[src/mbs_pkg.sv]
`default_nettype none
package mbs_pkg;
   localparam logic [7:0]  ADDR_BROADCAST   = 8'h00;
   localparam logic [7:0]  ADDR_UNIQUE_MAX  = 8'hF7;
   localparam logic [7:0]  FUNC_READ_HOLD   = 8'h03;
   localparam logic [7:0]  FUNC_WRITE_ONE   = 8'h06;
   localparam logic [7:0]  FUNC_WRITE_MANY  = 8'h10;
   localparam logic [7:0]  EXC_FLAG         = 8'h80;
   localparam logic [7:0]  EXC_ILLEGAL_FUNC = 8'h01;
   localparam logic [7:0]  EXC_ILLEGAL_ADDR = 8'h02;
   localparam logic [7:0]  EXC_ILLEGAL_VAL  = 8'h03;
   localparam logic [7:0]  EXC_DEV_FAIL     = 8'h04;
   localparam logic [15:0] MAX_READ_REGS    = 16'h007D;
   localparam logic [15:0] REG_SWITCH_POS   = 16'h03E8;
   localparam logic [15:0] REG_NORMAL_SRC   = 16'h03EA;
   localparam logic [15:0] REG_ALT_SRC      = 16'h03EC;
   localparam logic [15:0] REG_DIAG_VALID   = 16'h03ED;
   localparam logic [15:0] REG_DIAG_STATUS  = 16'h03EE;
   localparam logic [2:0]  POS_N            = 3'h1;
   localparam logic [2:0]  POS_A            = 3'h2;
   localparam logic [2:0]  POS_OFF          = 3'h4;
   localparam int          BIT_POS_OFF      = 0;
   localparam int          BIT_POS_N        = 2;
   localparam logic [7:0]  DIAG_FOUR_POLE   = 8'h0B;
   localparam logic [7:0]  DIAG_THREE_POLE  = 8'h04;
   localparam logic [15:0] CRC_INIT         = 16'hFFFF;
   localparam logic [15:0] CRC_POLY         = 16'hA001;
   localparam logic [2:0]  REQ_LEN          = 3'h6;

   typedef enum logic [2:0] {
      ST_IDLE  = 3'b000,
      ST_RECV  = 3'b001,
      ST_CHECK = 3'b010,
      ST_SEND  = 3'b011,
      ST_CRCLO = 3'b100,
      ST_CRCHI = 3'b101
   } mbs_state_e;
endpackage
`default_nettype wire

[src/mbs_crc16.sv]
`timescale 1ns/1ps
`default_nettype none
// Byte-wise CRC16 accumulator, low byte of result sent first
module mbs_crc16 (
   input  wire logic        clk,
   input  wire logic        srst,
   input  wire logic        clear,
   input  wire logic        byteValid,
   input  wire logic [7:0]  byteIn,
   output logic      [15:0] crc
);
   logic [15:0] crc_ff;
   logic [15:0] nxt_crc;

   always_comb begin
      logic [15:0] c;
      // A clear that meets a byte starts a fresh sum with that byte
      c = clear ? mbs_pkg::CRC_INIT : crc_ff;
      c = c ^ {8'h00, byteIn};
      for (int i = 0; i < 8; i++) begin
         c = c[0] ? ((c >> 1) ^ mbs_pkg::CRC_POLY) : (c >> 1);
      end
      nxt_crc = clear ? mbs_pkg::CRC_INIT : crc_ff;
      if (byteValid) begin
         nxt_crc = c;
      end
   end

   always_ff @(posedge clk) begin
      if (srst) begin
         crc_ff <= mbs_pkg::CRC_INIT;
      end else begin
         crc_ff <= nxt_crc;
      end
   end

   assign crc = crc_ff;
endmodule
`default_nettype wire

[src/mbs_reg_map.sv]
`timescale 1ns/1ps
`default_nettype none
// Combinational read map of the common status registers
module mbs_reg_map (
   input  wire logic [15:0] addr,
   input  wire logic [2:0]  switchPos,
   input  wire logic [1:0]  normalState,
   input  wire logic [1:0]  altState,
   input  wire logic [7:0]  diagValid,
   input  wire logic [7:0]  diagStatus,
   input  wire logic        fourPole,
   output logic      [15:0] data,
   output logic             hit
);
   logic [7:0] poleMask;

   always_comb begin
      // Bits only meaningful on four-pole builds are forced off otherwise
      poleMask = fourPole ? 8'hFF : ~mbs_pkg::DIAG_FOUR_POLE;
      data = 16'h0000;
      hit  = 1'b1;
      case (addr)
         mbs_pkg::REG_SWITCH_POS:  data = {13'h0000, switchPos};
         mbs_pkg::REG_NORMAL_SRC:  data = {14'h0000, normalState};
         mbs_pkg::REG_ALT_SRC:     data = {14'h0000, altState};
         mbs_pkg::REG_DIAG_VALID:  data = {8'h00, diagValid & poleMask};
         mbs_pkg::REG_DIAG_STATUS: data = {8'h00, diagStatus & poleMask};
         default:                  hit = 1'b0;
      endcase
   end
endmodule
`default_nettype wire

[src/mbs_slave.sv]
`timescale 1ns/1ps
`default_nettype none
module mbs_slave (
   input  wire logic        clk,
   input  wire logic        srst,
   input  wire logic [7:0]  slaveAddr,
   input  wire logic        fourPole,
   input  wire logic        deviceFault,
   input  wire logic        rxValid,
   input  wire logic [7:0]  rxByte,
   input  wire logic        rxFrameEnd,
   input  wire logic        rxCommError,
   input  wire logic        txReady,
   input  wire logic [2:0]  switchPos,
   input  wire logic [1:0]  normalState,
   input  wire logic [1:0]  altState,
   input  wire logic [7:0]  diagValid,
   input  wire logic [7:0]  diagStatus,
   output logic             txValid,
   output logic      [7:0]  txByte,
   output logic             txLast,
   output logic             exceptionSent
);
   mbs_pkg::mbs_state_e state_ff, nxt_state;
   logic [7:0]  hdr_ff [0:5];
   logic [7:0]  nxt_hdr [0:5];
   logic [3:0]  cnt_ff, nxt_cnt;
   logic        err_ff, nxt_err;
   logic [7:0]  fn_ff, nxt_fn;
   logic [7:0]  exc_ff, nxt_exc;
   logic        isExc_ff, nxt_isExc;
   logic [15:0] ptr_ff, nxt_ptr;
   logic [7:0]  left_ff, nxt_left;
   logic [1:0]  phase_ff, nxt_phase;
   logic        txValid_ff, nxt_txValid;
   logic [7:0]  txByte_ff, nxt_txByte;
   logic        txLast_ff, nxt_txLast;
   logic        excSent_ff, nxt_excSent;
   logic        crcClear, crcAdd;
   logic [15:0] crcRx, crcTx;
   logic [15:0] rdData;
   logic        rdHit, rangeOk;
   logic [15:0] reqAddr, reqCount;

   // Receive-side check; the two trailing CRC bytes bring the residue to zero
   mbs_crc16 u_crc_rx (
      .clk       (clk),
      .srst      (srst),
      .clear     (state_ff == mbs_pkg::ST_IDLE),
      .byteValid (rxValid),
      .byteIn    (rxByte),
      .crc       (crcRx)
   );

   mbs_crc16 u_crc_tx (
      .clk       (clk),
      .srst      (srst),
      .clear     (crcClear),
      .byteValid (crcAdd),
      .byteIn    (nxt_txByte),
      .crc       (crcTx)
   );

   mbs_reg_map u_map (
      .addr        (ptr_ff),
      .switchPos   (switchPos),
      .normalState (normalState),
      .altState    (altState),
      .diagValid   (diagValid),
      .diagStatus  (diagStatus),
      .fourPole    (fourPole),
      .data        (rdData),
      .hit         (rdHit)
   );

   assign reqAddr  = {hdr_ff[2], hdr_ff[3]};
   assign reqCount = {hdr_ff[4], hdr_ff[5]};

   // Every register in the requested run must exist
   always_comb begin
      logic [15:0] a;
      a = 16'h0000;
      rangeOk = 1'b1;
      for (int i = 0; i < 5; i++) begin
         a = reqAddr + 16'(i);
         if (16'(i) < reqCount) begin
            rangeOk = rangeOk & ((a == mbs_pkg::REG_SWITCH_POS) | (a == mbs_pkg::REG_NORMAL_SRC)
                      | (a == mbs_pkg::REG_ALT_SRC) | (a == mbs_pkg::REG_DIAG_VALID)
                      | (a == mbs_pkg::REG_DIAG_STATUS));
         end
      end
      if (reqCount > 16'h0005) begin
         rangeOk = 1'b0;
      end
   end

   always_comb begin
      nxt_state   = state_ff;
      nxt_cnt     = cnt_ff;
      nxt_err     = err_ff;
      nxt_fn      = fn_ff;
      nxt_exc     = exc_ff;
      nxt_isExc   = isExc_ff;
      nxt_ptr     = ptr_ff;
      nxt_left    = left_ff;
      nxt_phase   = phase_ff;
      nxt_txValid = txValid_ff;
      nxt_txByte  = txByte_ff;
      nxt_txLast  = 1'b0;
      nxt_excSent = 1'b0;
      crcClear    = 1'b0;
      crcAdd      = 1'b0;
      for (int i = 0; i < 6; i++) begin
         nxt_hdr[i] = hdr_ff[i];
      end
      case (state_ff)
         mbs_pkg::ST_IDLE: begin
            nxt_cnt = 4'h0;
            nxt_err = 1'b0;
            nxt_txValid = 1'b0;
            if (rxValid) begin
               nxt_hdr[0] = rxByte;
               nxt_cnt = 4'h1;
               nxt_state = mbs_pkg::ST_RECV;
            end
         end
         mbs_pkg::ST_RECV: begin
            if (rxValid) begin
               if (cnt_ff < 4'(mbs_pkg::REQ_LEN)) begin
                  nxt_hdr[cnt_ff[2:0]] = rxByte;
               end
               if (cnt_ff != 4'hF) begin
                  nxt_cnt = cnt_ff + 4'h1;
               end
            end
            if (rxCommError) begin
               nxt_err = 1'b1;
            end
            if (rxFrameEnd) begin
               nxt_state = mbs_pkg::ST_CHECK;
            end
         end
         mbs_pkg::ST_CHECK: begin
            nxt_state = mbs_pkg::ST_IDLE;
            nxt_fn = hdr_ff[1];
            nxt_ptr = reqAddr;
            nxt_phase = 2'h0;
            nxt_isExc = 1'b1;
            // Bad check, short frame or foreign address: stay silent
            if (!err_ff && crcRx == 16'h0000 && cnt_ff >= 4'h4
                && hdr_ff[0] == slaveAddr && hdr_ff[0] != mbs_pkg::ADDR_BROADCAST) begin
               nxt_state = mbs_pkg::ST_SEND;
               crcClear = 1'b1;
               if (deviceFault) begin
                  nxt_exc = mbs_pkg::EXC_DEV_FAIL;
               end else if (hdr_ff[1] != mbs_pkg::FUNC_READ_HOLD) begin
                  // Writes would only hit read-only or command-only registers
                  nxt_exc = mbs_pkg::EXC_ILLEGAL_FUNC;
               end else if (cnt_ff != 4'h8 || reqCount == 16'h0000 || reqCount > mbs_pkg::MAX_READ_REGS) begin
                  nxt_exc = mbs_pkg::EXC_ILLEGAL_VAL;
               end else if (!rangeOk) begin
                  nxt_exc = mbs_pkg::EXC_ILLEGAL_ADDR;
               end else begin
                  nxt_isExc = 1'b0;
                  nxt_left = reqCount[7:0];
               end
            end
         end
         mbs_pkg::ST_SEND: begin
            if (!txValid_ff || txReady) begin
               nxt_txValid = 1'b1;
               crcAdd = 1'b1;
               nxt_phase = phase_ff + 2'h1;
               if (isExc_ff) begin
                  // Address, function|0x80, code, then CRC
                  case (phase_ff)
                     2'h0: nxt_txByte = slaveAddr;
                     2'h1: nxt_txByte = fn_ff | mbs_pkg::EXC_FLAG;
                     default: begin
                        nxt_txByte = exc_ff;
                        nxt_state = mbs_pkg::ST_CRCLO;
                     end
                  endcase
               end else begin
                  case (phase_ff)
                     2'h0: nxt_txByte = slaveAddr;
                     2'h1: nxt_txByte = fn_ff;
                     2'h2: nxt_txByte = {left_ff[6:0], 1'b0};
                     default: begin
                        nxt_phase = 2'h3;
                        if (!cnt_ff[3]) begin
                           nxt_txByte = rdData[15:8];
                           nxt_cnt = 4'h8;
                        end else begin
                           nxt_txByte = rdData[7:0];
                           nxt_cnt = 4'h0;
                           nxt_ptr = ptr_ff + 16'h0001;
                           nxt_left = left_ff - 8'h01;
                           if (left_ff == 8'h01) begin
                              nxt_state = mbs_pkg::ST_CRCLO;
                           end
                        end
                     end
                  endcase
                  if (phase_ff == 2'h2) begin
                     nxt_cnt = 4'h0;
                  end
               end
            end
         end
         mbs_pkg::ST_CRCLO: begin
            if (txReady) begin
               nxt_txByte = crcTx[7:0];
               nxt_state = mbs_pkg::ST_CRCHI;
            end
         end
         mbs_pkg::ST_CRCHI: begin
            if (txReady) begin
               nxt_txByte = crcTx[15:8];
               nxt_txLast = 1'b1;
               nxt_excSent = isExc_ff;
               nxt_state = mbs_pkg::ST_IDLE;
            end
         end
         default: nxt_state = mbs_pkg::ST_IDLE;
      endcase
      if (state_ff == mbs_pkg::ST_IDLE && txValid_ff && !txReady) begin
         nxt_txValid = 1'b1;
      end
   end

   always_ff @(posedge clk) begin
      if (srst) begin
         state_ff   <= mbs_pkg::ST_IDLE;
         cnt_ff     <= 4'h0;
         err_ff     <= 1'b0;
         fn_ff      <= 8'h00;
         exc_ff     <= 8'h00;
         isExc_ff   <= 1'b0;
         ptr_ff     <= 16'h0000;
         left_ff    <= 8'h00;
         phase_ff   <= 2'h0;
         txValid_ff <= 1'b0;
         txByte_ff  <= 8'h00;
         txLast_ff  <= 1'b0;
         excSent_ff <= 1'b0;
         for (int i = 0; i < 6; i++) begin
            hdr_ff[i] <= 8'h00;
         end
      end else begin
         state_ff   <= nxt_state;
         cnt_ff     <= nxt_cnt;
         err_ff     <= nxt_err;
         fn_ff      <= nxt_fn;
         exc_ff     <= nxt_exc;
         isExc_ff   <= nxt_isExc;
         ptr_ff     <= nxt_ptr;
         left_ff    <= nxt_left;
         phase_ff   <= nxt_phase;
         txValid_ff <= nxt_txValid;
         txByte_ff  <= nxt_txByte;
         txLast_ff  <= nxt_txLast;
         excSent_ff <= nxt_excSent;
         for (int i = 0; i < 6; i++) begin
            hdr_ff[i] <= nxt_hdr[i];
         end
      end
   end

   assign txValid       = txValid_ff;
   assign txByte        = txByte_ff;
   assign txLast        = txLast_ff;
   assign exceptionSent = excSent_ff;

   chk_broadcast_silent: assert property (@(posedge clk) disable iff (srst)
      (state_ff == mbs_pkg::ST_CHECK && hdr_ff[0] == mbs_pkg::ADDR_BROADCAST) |=> state_ff == mbs_pkg::ST_IDLE)
      else $error("broadcast request answered");
   chk_error_silent: assert property (@(posedge clk) disable iff (srst)
      (state_ff == mbs_pkg::ST_CHECK && err_ff) |=> state_ff != mbs_pkg::ST_SEND)
      else $error("reply after communication error");
   chk_exc_func_bit: assert property (@(posedge clk) disable iff (srst)
      (state_ff == mbs_pkg::ST_SEND && isExc_ff && phase_ff == 2'h1 && txReady) |=> txByte == (fn_ff | 8'h80))
      else $error("exception function code lacks 0x80");
   chk_nonread_func: assert property (@(posedge clk) disable iff (srst)
      (state_ff == mbs_pkg::ST_CHECK && !deviceFault && hdr_ff[1] != 8'h03) |=> exc_ff == 8'h01 || state_ff == mbs_pkg::ST_IDLE)
      else $error("wrong code for illegal function");
   chk_fault_code: assert property (@(posedge clk) disable iff (srst)
      (state_ff == mbs_pkg::ST_CHECK && deviceFault) |=> exc_ff == 8'h04 || state_ff == mbs_pkg::ST_IDLE)
      else $error("device failure not reported");
   chk_count_limit: assert property (@(posedge clk) disable iff (srst)
      (state_ff == mbs_pkg::ST_SEND && !isExc_ff && phase_ff == 2'h0)
         |-> reqCount != 16'h0000 && reqCount <= mbs_pkg::MAX_READ_REGS && left_ff == reqCount[7:0])
      else $error("read run over 125 registers");
   chk_exc_sent_len: assert property (@(posedge clk) disable iff (srst)
      $rose(excSent_ff) |-> txLast_ff && $past(state_ff) == mbs_pkg::ST_CRCHI)
      else $error("exception frame not ended by CRC");
   chk_addr_code: assert property (@(posedge clk) disable iff (srst)
      (state_ff == mbs_pkg::ST_SEND && isExc_ff && exc_ff == 8'h02) |-> !rangeOk)
      else $error("illegal address with valid range");
endmodule
`default_nettype wire

[config.mk]
export PLATFORM = sky130hd
export DESIGN_NAME = mbs_slave
export DESIGN_NICKNAME = d
export VERILOG_FILES = /design/src/mbs_pkg.sv /design/src/mbs_crc16.sv /design/src/mbs_reg_map.sv /design/src/mbs_slave.sv
export SDC_FILE = /design/constraint.sdc
export NUM_CORES = 1
export LEC_CHECK = 0
export ABC_AREA = 1
export BUFFER_PORTS_ARGS = -buffer_cell sky130_fd_sc_hd__buf_2
export CAP_MARGIN = 10
export CORE_MARGIN = 1.5
export CORE_UTILIZATION = 62
export DETAILED_ROUTE_END_ITERATION = 6
export PLACE_DENSITY = 0.93
export SLEW_MARGIN = 10
export SYNTH_ARGS = -nofsm -noshare
export SYNTH_HDL_FRONTEND = slang
export SYNTH_SLANG_ARGS = --single-unit
[constraint.sdc]
create_clock -name clk -period 2.9 [get_ports clk]
set_clock_uncertainty 0.05 [all_clocks]
set_input_delay 0.435 -clock clk [delete_from_list [all_inputs] [get_ports clk]]
set_output_delay 0.435 -clock clk [all_outputs]
set_load 0.02 [all_outputs]
==> qor.yml <==
layout:
  final_util: 0.760
  area_growth_pct: 19.9
  layout-drive-gt1-share: 0.180
  nFillCells: 1018
  antennaDiodeCount: 0
  nets: 1547
  fin_cells: 1677
min_path:
  min_from: "rxCommError"
  hold_path_end: "err_ff$_SDFFE_PP0P_"
  holdPathStages: 3
  hold_path_class: "in2reg"
pwr:
  leakage_nw: 4.60
  switching_share: 0.433
  pwr-share-clk: 0.256
  p_int_mw: 4.61
  p_comb_frac: 0.455
  ir_drop_mv: 0.625
  p_per_area_nw_per_um2: 773
  power.net_switching_mw: 3.52
  power_frac_seq: 0.290
floorplanning:
  pin_count: 58
  initial_core_util: 0.634
  die_w_um: 122
  die_y_um: 122
  fp.coreArea_um2: 13800
  dieArea_um2: 14900
  rows: 43
logic_synthesis:
  yosys-top-cells-area: "dfxtp_1 31%, nand2_1 13%, o21ai_0 7.5%"
  synth_cell_type_count: 52
  synth_largest_area_cell: "dfxtp_1"
  synth_cells: 1381
  synthFlopType: "dfxtp_1"
  yosys_register_bits: 137
  yosysMostFrequentCell: "nand2_1"
  netlist.area_leader.share: 0.313
  ys_seq_area_frac: 0.313
  synthTopCellsByCount: "312 x nand2_1, 154 x inv_1, 145 x nor2_1"
  synth_edf_count: 0
  yosysWarnings: 0
  syn_nets: 1444
  synthesis.area_um2: 8770
  syn_area_per_cell_um2: 6.35
  synthArstFlopShare: 0
global_routing:
  antenna_found_initial: 0
  first_global_vias: 8915
  grt_max_degree: 77
  grt-ovfl-total: 0
  grt_usage: 0.368
  grt_pass1_wl_mm: 43.1
placed_design:
  placed_cells: 1635
  io_buffers: 57
  dpl.hpwl_mm: 19.4
  gp_congestion: 1.04
worst_setup_path:
  startpoint_type: "flop"
  cpPeakStageDelay_ns: 0.37
  worstPathCellList: "inv_1, nand2_4, inv_4, or2_2, xor2_2, xnor2_2, xnor2_2, xor2_2, xor2_2, xor2_2, nand2_1, nand3_1, nand2_1"
  endpoint_kind: "flop"
  cpLargestDelayFamily: "XOR/XNOR gates"
  crit_type: "reg2reg"
  ff2ff_path_depth: 13
  critical_path.max_fanout: 16
  required_ns: 3.18
  critPathBufInv: 2
  cp_slowest_cell: "dfxtp_2"
  reg2reg_to: "u_crc_rx.crc[0]$_SDFF_PP1_"
  path_common_cell: "xor2_2"
  r2r_start: "state_ff[2]$_SDFFE_PP0P_"
  worstPathArrival_ns: 3.06
  reg2reg_slack_ns: 0.12
clock_network:
  clock-sinks: 137
  path_clk_slew_ns: 0.06
  cts_tree: "built"
  cts_made_buffers: 17
  clock_path_buffers: 2
  clk_latency_ns: 0.43
  cts_root_buf: "clkbuf_16"
  cts_max_level: 4
drt:
  wl_mm: 28.1
  drc: 0
  drt_iter0_markers: 1559
  wl_per_cell_um: 16.8
  first_pass_iters: 6
  vias: 10200
  antenna_left: 0
  vias_per_cell: 6.05
timing:
  drv_slew: 0
  tns_ns: 0
  max_freq_mhz: 359
  fin_crit_sh: 0.959
  min_period_ns: 2.78
  maxSlewHeadroom: 0.513
  worstMarginPinSlew_ns: 0.730
  final_hold_viol_count: 0
  setup_viol: 0
job:
  drv_cap: 0
status:
  status: "complete, no violations"
==> how the worst max path moves through the flow <==
stage                                          start                    endpoint  slack (ns)  depth (start not counted)
after detailed placement  hdr_ff[0][26]$_SDFFE_PP0P_     left_ff[2]$_SDFFE_PP0P_        0.06                         20
after global routing          ptr_ff[9]$_SDFFE_PP0P_  u_crc_tx.crc[0]$_SDFF_PP1_       -0.07                         24
final                       state_ff[2]$_SDFFE_PP0P_  u_crc_rx.crc[0]$_SDFF_PP1_        0.12                         13
after floorplan           hdr_ff[0][26]$_SDFFE_PP0P_     left_ff[5]$_SDFFE_PP0P_        0.28                         20
after global placement                  slaveAddr[6]  u_crc_tx.crc[0]$_SDFF_PP1_        0.15                         20
after CTS                 hdr_ff[0][26]$_SDFFE_PP0P_     left_ff[3]$_SDFFE_PP0P_       0.008                         20
==> repair_timing <==
action                                  CTS  global route
hold buffers                              0             0
setup buffers                             0             9
endpoints found under the setup margin    0            17
resized for setup                         0            88
==> final cells by class <==
class / instances / area (um^2) / share of cell area
multi-input cells: 1031 / 5430 / 0.517
flip-flops and latches: 137 / 2770 / 0.263
repair buffers: 134 / 908 / 0.0864
inverters: 163 / 617 / 0.0587
clock buffers: 19 / 443 / 0.0421
well taps: 180 / 225 / 0.0214
clock inverters: 13 / 120 / 0.0114
==> metal layers <==
metal	global-route usage	wire length [um]
met3	0.0936	3090
met2	0.580	13000
met5	0	0
met4	0.121	643
met1	0.491	11400
==> tightest hold or removal path: cells and delay by family <==
kind	cells	cell delay (ns)
buffers and inverters	1	0.11
AOI/OAI and AO/OA	1	0.05
and+or+nand+nor	1	0.06
==> registers in the layout, summed over array words and instances (netlist names) <==
name           count
err_ff             1
u_crc_tx.crc      16
exc_ff             3
phase_ff           2
fn_ff              8
txLast             1
ptr_ff            16
exceptionSent      1
state_ff           3
isExc_ff           1
cnt_ff             4
u_crc_rx.crc      16
txValid            1
left_ff            8
txByte             8
hdr_ff            48
==> cell families (layout without fill, tap and decap cells) <==
kind of cell	Yosys count	count (layout)	synth area share
simple gates	650	650	0.320
fa+ha+maj	16	16	0.0228
flops	137	137	0.313
xor+xnor	45	45	0.0509
compound gates	320	320	0.199
buf+inv	213	329	0.0939
==> metrics by stage <==
step	hold slack [ns]	total power, mW	worst slack (ns)	instance area [um^2]
final	0.219	8.13	0.118	10500
after global routing	0.234	8.57	-0.0704	10500
after CTS	0.216	7.65	0.00755	10100
after detailed placement	0.406	5.57	0.0578	9590
after global placement	0.401	5.45	0.150	9590
after floorplan	0.375	4.77	0.279	8770
==> power by group through the flow <==
stage	combinational [mW]	clock [mW]	sequential [mW]
6_report	3.69	2.08	2.35
5_1_grt	4.04	2.15	2.38
4_1_cts	3.25	2.07	2.33
3_5_place_dp	3.20	0	2.37
3_3_place_gp	3.09	0	2.36
2_1_floorplan	2.40	0	2.37
==> placed cells by master, fill, tap and decap left out, types with 8 or more instances in the layout <==
master	n
nor4_1	9
a21oi_1	129
o211ai_1	8
o22ai_1	14
or2_2	14
clkbuf_16	18
inv_1	146
ha_1	13
a211oi_1	11
nand3_1	92
xor2_1	28
nor2_4	8
inv_2	11
dfxtp_2	9
nor2_1	139
nand4_1	24
o21ai_0	130
nor3_1	21
dfxtp_1	124
buf_4	71
buf_2	57
nand2_2	18
nand2_1	293
Power figures use the tool's default switching activity.
